<file path="config.mk">
export PLATFORM = sky130hd
export DESIGN_NAME = smsp_port
export DESIGN_NICKNAME = d
export VERILOG_FILES = /design/src/design/smsp_pkg.sv /design/src/design/smsp_sync.sv /design/src/design/smsp_rate_div.sv /design/src/design/smsp_port.sv
export SDC_FILE = /design/constraint.sdc
export NUM_CORES = 1
export LEC_CHECK = 0
export ABC_AREA = 1
export BUFFER_PORTS_ARGS = -buffer_cell sky130_fd_sc_hd__buf_2
export CAP_MARGIN = 20
export CORE_UTILIZATION = 47
export DETAILED_ROUTE_END_ITERATION = 7
export HOLD_SLACK_MARGIN = 0.1
export PLACE_DENSITY = 0.84
export SLEW_MARGIN = 20
export SYNTH_ARGS = -nofsm -noshare
export SYNTH_HDL_FRONTEND = slang
export SYNTH_SLANG_ARGS = --single-unit
export TNS_END_PERCENT = 30
</file>
<file path="constraint.sdc">
create_clock -name hclk -period 1.7 [get_ports hclk]
set_input_delay 0.34 -clock hclk [delete_from_list [all_inputs] [get_ports hclk]]
set_output_delay 0.34 -clock hclk [all_outputs]
set_load 0.03 [all_outputs]
</file>
<file path="src/design/smsp_pkg.sv">
// Constants and register map of the serial master/slave port
package smsp_pkg;
  localparam int ADDR_W = 12;
  // Register indices; byte address is four times the index
  localparam logic [7:0] CTRL_IDX = 8'hF3;
  localparam logic [7:0] STAT_IDX = 8'hF4;
  localparam logic [7:0] DATA_IDX = 8'hF5;
  localparam logic [ADDR_W-1:0] CTRL_ADDR = {2'b00, CTRL_IDX, 2'b00};
  localparam logic [ADDR_W-1:0] STAT_ADDR = {2'b00, STAT_IDX, 2'b00};
  localparam logic [ADDR_W-1:0] DATA_ADDR = {2'b00, DATA_IDX, 2'b00};
  // Control fields
  localparam int CTRL_AUTO_SS = 7;
  localparam int CTRL_EN = 6;
  localparam int CTRL_LSB = 5;
  localparam int CTRL_MASTER_SELECT = 4;
  localparam int CTRL_CLOCK_IDLE_LEVEL = 3;
  localparam int CTRL_SAMPLE_EDGE_SELECT = 2;
  localparam int CTRL_RATE_HI = 1;
  localparam int CTRL_RATE_LO = 0;
  // Status fields
  localparam int STAT_DONE = 7;
  localparam int STAT_WCOL = 6;
  localparam int STAT_OVF = 5;
  localparam int STAT_FAULT = 4;
  localparam int STAT_FDIS = 3;
  // Reset values
  localparam logic [7:0] CTRL_RESET = 8'h00;
  localparam logic [7:0] STAT_RESET = 8'h00;
  localparam logic [7:0] DATA_RESET = 8'h00;
  // Timing: shift clock divisors, half periods in hclk cycles
  localparam int CLK_MHZ = 200;
  localparam int DIV_0 = 16;
  localparam int DIV_1 = 32;
  localparam int DIV_2 = 64;
  localparam int DIV_3 = 128;
  localparam logic [6:0] HALF_0 = 7'(DIV_0 / 2);
  localparam logic [6:0] HALF_1 = 7'(DIV_1 / 2);
  localparam logic [6:0] HALF_2 = 7'(DIV_2 / 2);
  localparam logic [6:0] HALF_3 = 7'(DIV_3 / 2);
  localparam logic [3:0] LAST_EDGE = 4'hF;
  // Bus encodings
  localparam logic [1:0] HTRANS_NONSEQ = 2'b10;
endpackage : smsp_pkg

</file>
<file path="src/design/smsp_sync.sv">
// Two flip-flop level synchroniser
module smsp_sync #(
  parameter logic RESET_VAL = 1'b0
) (
  input wire logic hclk,
  input wire logic hresetn,
  input wire logic d,
  output logic q
);
  logic meta;
  logic next_meta;
  logic next_q;

  // Next values
  always_comb begin
    next_meta = d;
    next_q = meta;
  end

  // Registers; first stage feeds only the second
  always_ff @(posedge hclk or negedge hresetn) begin
    if (!hresetn) begin
      meta <= RESET_VAL;
      q <= RESET_VAL;
    end else begin
      meta <= next_meta;
      q <= next_q;
    end
  end
endmodule : smsp_sync

</file>
<file path="src/design/smsp_rate_div.sv">
// Shift clock divider: one tick per half period while running
module smsp_rate_div
  import smsp_pkg::*;
(
  input wire logic hclk,
  input wire logic hresetn,
  input wire logic run,
  input wire logic [1:0] rate_sel,
  output logic tick
);
  logic [6:0] cnt;
  logic [6:0] next_cnt;
  logic [6:0] half;

  // Half period and counter
  always_comb begin
    unique case (rate_sel)
      2'b00: half = HALF_0;
      2'b01: half = HALF_1;
      2'b10: half = HALF_2;
      2'b11: half = HALF_3;
    endcase
    tick = run && (cnt == half - 7'h01);
    if (!run || tick) begin
      next_cnt = 7'h00;
    end else begin
      next_cnt = cnt + 7'h01;
    end
  end

  always_ff @(posedge hclk or negedge hresetn) begin
    if (!hresetn) begin
      cnt <= 7'h00;
    end else begin
      cnt <= next_cnt;
    end
  end
endmodule : smsp_rate_div

</file>
<file path="src/design/smsp_port.sv">
// Serial master/slave port with AHB-Lite register slave
// Behaviour
// - One shifter for transmit, read buffer for receive
// - No shifter load during a transfer
// - Finished byte copied to read buffer unless done still set
// - Master drives out line, slave reads it
// - Shift clock output as master, input as slave
// - Eight shift clock cycles per transfer
// - Slave active only while select low
// - Master select pin is GPIO or fault input
// - Full duplex exchange of shifter contents
// - MSB first default, LSB first by control
// - Control resets zero, bit 6 enables port
// - Control bit 4 selects master or slave
// - Control bit 3 sets clock idle level
// - Control bit 2 selects sampling edge
// - Control bits 1:0 select divide 16..128
// - Bit 7 acts only master, fault detect off
// - Auto select low per byte, high idle
// - Master data write starts a transfer
// - Done flag set; writes ignored while set
// - Select low in master sets fault flag
//
// Added by the designer: the AHB-Lite interface to the registers.
module smsp_port
  import smsp_pkg::*;
(
  input wire logic hclk,
  input wire logic hresetn,
  input wire logic hsel,
  input wire logic [smsp_pkg::ADDR_W-1:0] haddr,
  input wire logic [1:0] htrans,
  input wire logic hwrite,
  input wire logic [2:0] hsize,
  input wire logic [31:0] hwdata,
  input wire logic hready,
  output logic hreadyout,
  output logic hresp,
  output logic [31:0] hrdata,
  input wire logic mosi_in,
  output logic mosi_out,
  output logic mosi_oe_n,
  input wire logic miso_in,
  output logic miso_out,
  output logic miso_oe_n,
  input wire logic shift_clock_pin_in,
  output logic shift_clock_pin_out,
  output logic shift_clock_pin_oe_n,
  input wire logic select_n_in,
  output logic select_n_out,
  output logic select_n_oe_n
);
  import smsp_pkg::*;

  logic [7:0] ctrl, next_ctrl;
  logic done, next_done, wcol, next_wcol;
  logic ovf, next_ovf, fault, next_fault;
  logic fdis, next_fdis;
  logic [7:0] shifter, next_shifter;
  logic [7:0] read_buf, next_read_buf;
  logic rx_bit, next_rx_bit;
  logic [3:0] edge_cnt, next_edge_cnt;
  logic busy, next_busy;
  logic sclk_q, next_sclk_q;
  logic sclk_d, next_sclk_d;
  logic out_bit, next_out_bit, sel_q, next_sel_q;
  logic dp_write, dp_read, next_dp_write, next_dp_read;
  logic [ADDR_W-1:0] dp_addr, next_dp_addr;
  logic sclk_s, ss_s, tick;
  logic master_mode, slave_mode, ss_sel, sample_edge_select, lsb;
  logic m_edge, s_edge, edge_ev, sample, do_shift, last;
  logic in_bit, shift_bit, wr_data, wr_ctrl, wr_stat, load_ok, auto_ss;
  logic [7:0] shifted;

  // Slave clock and select pass a synchroniser first
  smsp_sync #(.RESET_VAL(1'b0)) u_sclk_sync (
    .hclk(hclk),
    .hresetn(hresetn),
    .d(shift_clock_pin_in),
    .q(sclk_s)
  );
  smsp_sync #(.RESET_VAL(1'b1)) u_ss_sync (
    .hclk(hclk),
    .hresetn(hresetn),
    .d(select_n_in),
    .q(ss_s)
  );

  // Master half-period ticks
  smsp_rate_div u_div (
    .hclk(hclk),
    .hresetn(hresetn),
    .run(busy),
    .rate_sel(ctrl[CTRL_RATE_HI:CTRL_RATE_LO]),
    .tick(tick)
  );

  // Mode decode and shift events
  always_comb begin
    master_mode = ctrl[CTRL_EN] && ctrl[CTRL_MASTER_SELECT];
    slave_mode = ctrl[CTRL_EN] && !ctrl[CTRL_MASTER_SELECT];
    ss_sel = slave_mode && !ss_s;
    sample_edge_select = ctrl[CTRL_SAMPLE_EDGE_SELECT];
    lsb = ctrl[CTRL_LSB];
    m_edge = master_mode && busy && tick;
    s_edge = ss_sel && (sclk_s != sclk_d);
    edge_ev = m_edge || s_edge;
    last = edge_ev && (edge_cnt == LAST_EDGE);
    sample = edge_ev && (edge_cnt[0] == sample_edge_select);
    do_shift = (edge_ev && (edge_cnt[0] != sample_edge_select)
      && !(sample_edge_select && edge_cnt == 4'h0)) || (sample_edge_select && last);
    in_bit = master_mode ? miso_in : mosi_in;
    shift_bit = (sample_edge_select && last) ? in_bit : rx_bit;
    shifted = lsb ? {shift_bit, shifter[7:1]}
      : {shifter[6:0], shift_bit};
    wr_data = dp_write && (dp_addr == DATA_ADDR);
    wr_ctrl = dp_write && (dp_addr == CTRL_ADDR);
    wr_stat = dp_write && (dp_addr == STAT_ADDR);
    load_ok = wr_data && ctrl[CTRL_EN] && !busy
      && (edge_cnt == 4'h0) && !done;
    auto_ss = master_mode && fdis && ctrl[CTRL_AUTO_SS];
  end

  // AHB-Lite address phase capture
  always_comb begin
    next_dp_write = 1'b0;
    next_dp_read = 1'b0;
    next_dp_addr = dp_addr;
    if (hsel && hready && htrans == HTRANS_NONSEQ) begin
      next_dp_write = hwrite;
      next_dp_read = !hwrite;
      next_dp_addr = haddr;
    end
  end

  always_ff @(posedge hclk or negedge hresetn) begin
    if (!hresetn) begin
      dp_write <= 1'b0;
      dp_read <= 1'b0;
      dp_addr <= '0;
    end else begin
      dp_write <= next_dp_write;
      dp_read <= next_dp_read;
      dp_addr <= next_dp_addr;
    end
  end

  // Read data in the data phase; unmapped reads give zero
  always_comb begin
    hreadyout = 1'b1;
    hresp = 1'b0;
    hrdata = 32'h0000_0000;
    if (dp_read) begin
      unique case (dp_addr)
        CTRL_ADDR: hrdata = {24'h00_0000, ctrl};
        STAT_ADDR: hrdata = {24'h00_0000, done, wcol, ovf, fault, fdis,
          3'h0};
        DATA_ADDR: hrdata = {24'h00_0000, read_buf};
        default: hrdata = 32'h0000_0000;
      endcase
    end
  end

  // Control, status, shifter and sequencing next state
  always_comb begin
    next_ctrl = wr_ctrl ? hwdata[7:0] : ctrl;
    next_fdis = wr_stat ? hwdata[STAT_FDIS] : fdis;
    // Software writes zero to clear; hardware set wins
    next_done = done && !(wr_stat && !hwdata[STAT_DONE]);
    next_wcol = wcol && !(wr_stat && !hwdata[STAT_WCOL]);
    next_ovf = ovf && !(wr_stat && !hwdata[STAT_OVF]);
    next_fault = fault && !(wr_stat && !hwdata[STAT_FAULT]);
    next_shifter = shifter;
    next_read_buf = read_buf;
    next_rx_bit = rx_bit;
    next_edge_cnt = edge_cnt;
    next_busy = busy;
    next_sclk_q = busy ? sclk_q : ctrl[CTRL_CLOCK_IDLE_LEVEL];
    next_sclk_d = sclk_s;
    next_out_bit = out_bit;
    if (wr_data && (busy || edge_cnt != 4'h0)) begin
      next_wcol = 1'b1;
    end
    if (load_ok) begin
      next_shifter = hwdata[7:0];
      next_out_bit = lsb ? hwdata[0] : hwdata[7];
      next_edge_cnt = 4'h0;
      if (master_mode) begin
        next_busy = 1'b1;
        next_sclk_q = ctrl[CTRL_CLOCK_IDLE_LEVEL];
      end
    end
    if (m_edge) begin
      next_sclk_q = !sclk_q;
    end
    if (sample) begin
      next_rx_bit = in_bit;
    end
    if (do_shift) begin
      next_shifter = shifted;
      // Output bit holds across the last sampling edge
      if (!(sample_edge_select && last)) begin
        next_out_bit = lsb ? shifted[0] : shifted[7];
      end
    end
    if (edge_ev) begin
      next_edge_cnt = edge_cnt + 4'h1;
    end
    if (last) begin
      next_busy = 1'b0;
      next_edge_cnt = 4'h0;
      if (done) begin
        next_ovf = 1'b1;
      end else begin
        next_read_buf = shifted;
        next_done = 1'b1;
      end
    end
    if (slave_mode && ss_s) begin
      next_edge_cnt = 4'h0;
    end
    if (master_mode && !fdis && !ss_s) begin
      next_fault = 1'b1;
    end
    if (!ctrl[CTRL_EN]) begin
      next_busy = 1'b0;
      next_edge_cnt = 4'h0;
    end
    // Select stays low one cycle past the final clock edge
    next_sel_q = !(busy || next_busy);
  end

  always_ff @(posedge hclk or negedge hresetn) begin
    if (!hresetn) begin
      ctrl <= CTRL_RESET;
      {done, wcol, ovf, fault, fdis} <= STAT_RESET[7:3];
      shifter <= DATA_RESET;
      read_buf <= DATA_RESET;
      rx_bit <= 1'b0;
      edge_cnt <= 4'h0;
      busy <= 1'b0;
      sclk_q <= 1'b0;
      sclk_d <= 1'b0;
      out_bit <= 1'b0;
      sel_q <= 1'b1;
    end else begin
      ctrl <= next_ctrl;
      done <= next_done;
      wcol <= next_wcol;
      ovf <= next_ovf;
      fault <= next_fault;
      fdis <= next_fdis;
      shifter <= next_shifter;
      read_buf <= next_read_buf;
      rx_bit <= next_rx_bit;
      edge_cnt <= next_edge_cnt;
      busy <= next_busy;
      sclk_q <= next_sclk_q;
      sclk_d <= next_sclk_d;
      out_bit <= next_out_bit;
      sel_q <= next_sel_q;
    end
  end

  // Pin drivers; enables low while driving
  always_comb begin
    mosi_out = out_bit;
    miso_out = out_bit;
    mosi_oe_n = !master_mode;
    miso_oe_n = !ss_sel;
    shift_clock_pin_out = sclk_q;
    shift_clock_pin_oe_n = !master_mode;
    select_n_out = sel_q;
    select_n_oe_n = !auto_ss;
  end

  // Helper: master clock toggles within one transfer
  logic [4:0] tog_cnt;
  always_ff @(posedge hclk or negedge hresetn) begin
    if (!hresetn) begin
      tog_cnt <= 5'h00;
    end else if (load_ok) begin
      tog_cnt <= 5'h00;
    end else if (m_edge) begin
      tog_cnt <= tog_cnt + 5'h01;
    end
  end
endmodule : smsp_port

</file>
Word-level counts from Yosys, hierarchy flattened
Index checks and enable logic that the tools add are counted.
{"block": "classes", "n_addsub": 3, "eq_ne": 13, "n_mux": 35, "bitwise_logic": 1, "n_reduce_logical": 66}
{"operator": "12-bit by 10-bit == test with 1-bit output, second input constant", "n": 3}
{"operator": "1-bit logical AND", "n": 36}
{"operator": "8-bit 2-to-1 mux", "n": 4}
{"operator": "7-bit one-hot mux with 4 select lines", "n": 1}
{"operator": "8-bit one-hot mux with 3 select lines", "n": 1}
{"operator": "1-bit 2-to-1 mux", "n": 23}
{"operator": "1-bit zero test", "n": 20}
{"operator": "4-bit 2-to-1 mux", "n": 5}
{"operator": "7-bit by 1-bit adder with 7-bit output, second input constant", "n": 1}
{"operator": "7-bit == test", "n": 1}
{"operator": "7-bit 2-to-1 mux", "n": 1}
{"operator": "7-bit by 1-bit subtractor with 7-bit output, second input constant", "n": 1}
{"operator": "2-bit == test, second input constant", "n": 3}
{"operator": "1-bit logical OR", "n": 5}
{"operator": "5-bit by 1-bit inequality test with 1-bit output, second input constant", "n": 1}
{"operator": "4-bit by 1-bit adder with 4-bit output, second input constant", "n": 1}
{"operator": "4-bit == test, second input constant", "n": 1}
{"operator": "4-bit zero test", "n": 1}
{"operator": "4-bit nonzero test", "n": 1}
{"operator": "2-bit by 1-bit == test with 1-bit output, second input constant", "n": 1}
{"operator": "2-bit zero test", "n": 1}
{"operator": "1-bit inequality test", "n": 2}
{"operator": "2-bit AND reduction", "n": 1}
{"operator": "2-bit nonzero test", "n": 1}
{"operator": "2 further kinds", "n": 2}
{"block": "word_totals", "ff_bits": 64, "input_bits": 58, "elab_cells": 141}

Logic depth before layout (Yosys ltp)
{"block": "logic_depth", "word_depth": 14, "mapped_depth": 12, "ltp_nobuf": 12}

By module
Synthesis repeated with hierarchy kept, for this count alone.
{"block": "hier_totals", "hier_cells": 436, "hier_area_um2": 3534.6}
{"module": "smsp_port", "instances": 1, "cells_each": 371, "area_each_um2": 3006.6}
{"module": "smsp_rate_div", "instances": 1, "cells_each": 61, "area_each_um2": 425.4}
{"module": "smsp_sync (u_ss_sync)", "instances": 1, "cells_each": 2, "area_each_um2": 52.6}
{"module": "smsp_sync (u_sclk_sync)", "instances": 1, "cells_each": 2, "area_each_um2": 50.0}

Least setup slack after synthesis
OpenSTA, ideal clock, no wires.
{"block": "synth_timing", "path_kind": "reg-to-output", "from": "register dp_addr[1]", "to": "output port hrdata[0]", "arrival_time_ns": 1.624, "path_slack_ns": -0.264, "stages_incl_launch_ff": 8, "path_buffers": 0, "path_cell_list": "dfrtp_1 nor2_1 nand3_1 nor3_2 nand2_1 inv_2 nand2_1 a21oi_1"}
{"block": "synth_via", "elab_chain_len": 3, "word_cells_on_any_way": 5, "classes_between": "3 x eq/ne; 2 x mux"}
{"item": "start, declared", "line": "smsp_port.sv:68", "rtl": "logic [ADDR_W-1:0] dp_addr, next_dp_addr;"}
{"item": "start signal, assigned", "line": "smsp_port.sv:144", "rtl": "dp_addr <= next_dp_addr;"}
{"item": "12-bit by 10-bit == test with 1-bit output", "line": "smsp_port.sv:154", "rtl": "unique case (dp_addr)"}
{"item": "8-bit one-hot mux with 3 select lines *", "line": "smsp_port.sv:154"}
{"item": "8-bit 2-to-1 mux *", "line": "smsp_port.sv:153", "rtl": "if (dp_read) begin"}
{"item": "end, declared", "line": "smsp_port.sv:39", "rtl": "output logic [31:0] hrdata,"}
Mark *: on every way between the ends. The rest lies on a longest branch, timed or not.

Worst setup path after layout
{"block": "layout_timing", "from": "register dp_addr[10]", "to": "output port hrdata[6]"}
Same word-level chain as after synthesis.

==> impl_metrics.ini <==
[worst_setup_path]
startpoint_type = flop
cp_data_arrival_time_ps = 1980
required_ps = 1360
critPathKind = flop to output pin
crit_fanout = 4
rr_endpoint = busy
r2r_start = dp_addr[1]
r2r_cells = 9
reg2reg_slack_ps = -50
cp-end-kind = output pin

[clock_network]
clock-sinks = 64
cts_tree = built
cts_root_buffer = clkbuf_8
cts-buffers-inserted = 9
h-tree-depth = 3
clock_latency_ps = 340
clk_path_buf_depth = 2
clk_pin_slew_worst_paths_ps = 70

[timing]
setup_tns_ps = -4740
finalSetupViolCount = 15
fin_crit_sh = 1.37
slew_viol_final = 0
finClkSkew_ps = 9.54
setup_ws_ps = -622
rsz0062_at_grt = yes
max_freq_mhz = 431
period_needed_ps = 2320
hold_violations = 0
hold-worst-slack_ps = 163

[route]
wl_um = 8220
num_vias = 2975
ant_nets = 0
drt_iter0_markers = 207
post-route-drc-count = 0
dr.pass1.iters = 6
wire_per_inst_um = 14.0
viasPerCell = 5.08

[status]
violations = negative setup slack
outcome = complete, but fails checks

[min_path]
min_delay_path_depth = 2
hp-class = input pin to flop
min_to = dp_read
hp-start = hwrite

[global_route]
antenna_found_initial = 0
grt_pass1_vias = 2893
grt_use_total = 0.224
grt_start_max_net_pins = 26
overflow = 0
grt_pass1_wl_um = 13100

[power]
p_int_uw = 2590
clkPwrFrac = 0.333
powerDensity_nw_per_um2 = 818
seq_power_share = 0.485
p_leak_uw = 0.00219
p_switching_uw = 1070
p_comb_frac = 0.182
worst_ir_drop_vdd_mv = 0.585
swShare = 0.292

[floorplan]
io_pins = 100
core_region_area_um2 = 6940
fp.dieW_um = 87.8
start_util = 0.498
die_area_um2 = 7700
die_h_um = 87.8
rows = 30

[final_layout]
nets = 546
area_growth_pct = 29.5
drive_above_1_share = 0.347
diodes = 0

[logic_synthesis]
synth_edf_count = 0
synth_fa_ha_area_frac = 0.0109
synth_compound_area_frac = 0.0608
async_reset_ff_frac = 1.00
synth-xor-area-share = 0.0152
yosys.area.top_type_share = 0.442
ys_seq_area_frac = 0.465
synth_flop_cell = dfrtp_1
netlist_area_um2 = 3460
muxShareOfSynthArea = 0.0576
yosys_register_bits = 64
synth_top_family_by_area = simple AND/OR/NAND/NOR gates
avgSynthCellArea_um2 = 8.79
yosysMostFrequentCell = nand2_1
synth-simple-area-share = 0.273
yosys-top-cells-count = 104 x nand2_1, 61 x dfrtp_1, 36 x inv_1, 29 x nand3_1, 28 x buf_4
syn_inst = 393
synth_cell_types = 43
netlist_top_cells_area = dfrtp_1 44%, nand2_1 11%, buf_4 6.1%, nand3_1 4.2%, inv_1 3.9%
yosysTopAreaCell = dfrtp_1
yosysWarnings = 0

[run]
cap_violations = 0

[place]
globalplace.congestion = 0.861
io_buffers = 46
dp.final_hpwl_um = 6070
## final cells by class
class / instances / area, um^2
clock inverters: 2 / 12.5
fillers: 572 / 2470
clock buffers: 14 / 173
repair buffers: 88 / 677
multi-input cells: 277 / 1720
well taps: 96 / 120
inverters: 45 / 171
flip-flops and latches: 64 / 1610
## sequential cells by signal, indices dropped and copies added (netlist names), 4 cells and up
| signal | flops |
|---|---|
| u_div.cnt | 7 |
| read_buf | 8 |
| shifter | 8 |
| dp_addr | 12 |
| ctrl | 8 |
| edge_cnt | 4 |
## routing by layer
metal  GRT usage  share of wire  wire, um  vias to the layer above
met5           0              0         0                        -
met4      0.0760          0.016       128                        0
met3      0.0641          0.060       493                       14
met2       0.393           0.53      4340                      126
met1       0.264           0.40      3260                     1424
li1            -              -         -                     1411
## worst max path at each step
stage                startpoint  cells after the start  slack [ps]        end
global route        dp_addr[10]                     10        -740  hrdata[6]
finish              dp_addr[10]                     10        -620  hrdata[6]
detailed placement  dp_addr[11]                      9        -320  hrdata[3]
floorplan            dp_addr[6]                      8         -90  hrdata[3]
CTS                  dp_addr[0]                      9        -580  hrdata[3]
global placement    dp_addr[11]                      9        -260  hrdata[3]
## placed cells by master (no fill, tap or decap), types with 4 or more instances in the layout
master    instances
a21oi_1           5
buf_12            5
buf_2            38
buf_4            31
buf_6            11
clkbuf_8         12
conb_1           26
dfrtp_1          60
inv_1            29
inv_2            12
mux2_2           10
mux2_4            5
nand2_1          98
nand2_2           6
nand2_4           4
nand3_1          25
nand3_2           4
nand4_1          10
nor2_1           15
nor2_4            6
o21ai_0           7
o21ai_1          11
xor2_1            4
## critical path, cell delays in order (launching register included)
cell and delay [ps]:
dfrtp_1 380, nor2_1 130, nand3_2 130, buf_6 150, nor4_4 260, buf_4 190
nand2_1 50, o221ai_1 60, nand2_1 90, inv_2 70, buf_6 120
## power by group through the flow
stage          logic (uW)  clock network, uW  registers, uW
3_3_place_gp          569                  0           1780
3_5_place_dp          596                  0           1790
2_1_floorplan         409                  0           1770
4_1_cts               621               1250           1770
5_1_grt               729               1310           1790
6_report              665               1220           1780
## repair_timing
action,4_1_cts,5_1_grt
setup endpoints to repair,33,43
setup buffers,1,3
hold buffers,3,0
cloned,0,0
gates resized for setup,27,26
pin swaps,16,9
endpoints found under the hold margin,14,0
## cells by family after synthesis
logic type	Yosys count
AOI/OAI and AO/OA	37
buffers and inverters	76
xor gates and xnor gates	6
and+or+nand+nor	187
adders and majority gates	3
muxes	18
DFF	64
other	2
## per-stage QoR
stage	instance area [um^2]	total power, uW	instances	utilization	setup slack [ps]
after floorplan	3590	2180	417	-	-89.3
after global placement	4030	2350	563	0.581	-264
after detailed placement	4030	2380	563	0.581	-317
after CTS	4350	3630	583	0.626	-581
after global routing	4480	3830	586	0.645	-737
final	4480	3660	586	0.645	-622
No activity file was read; power rests on OpenSTA's default activity.
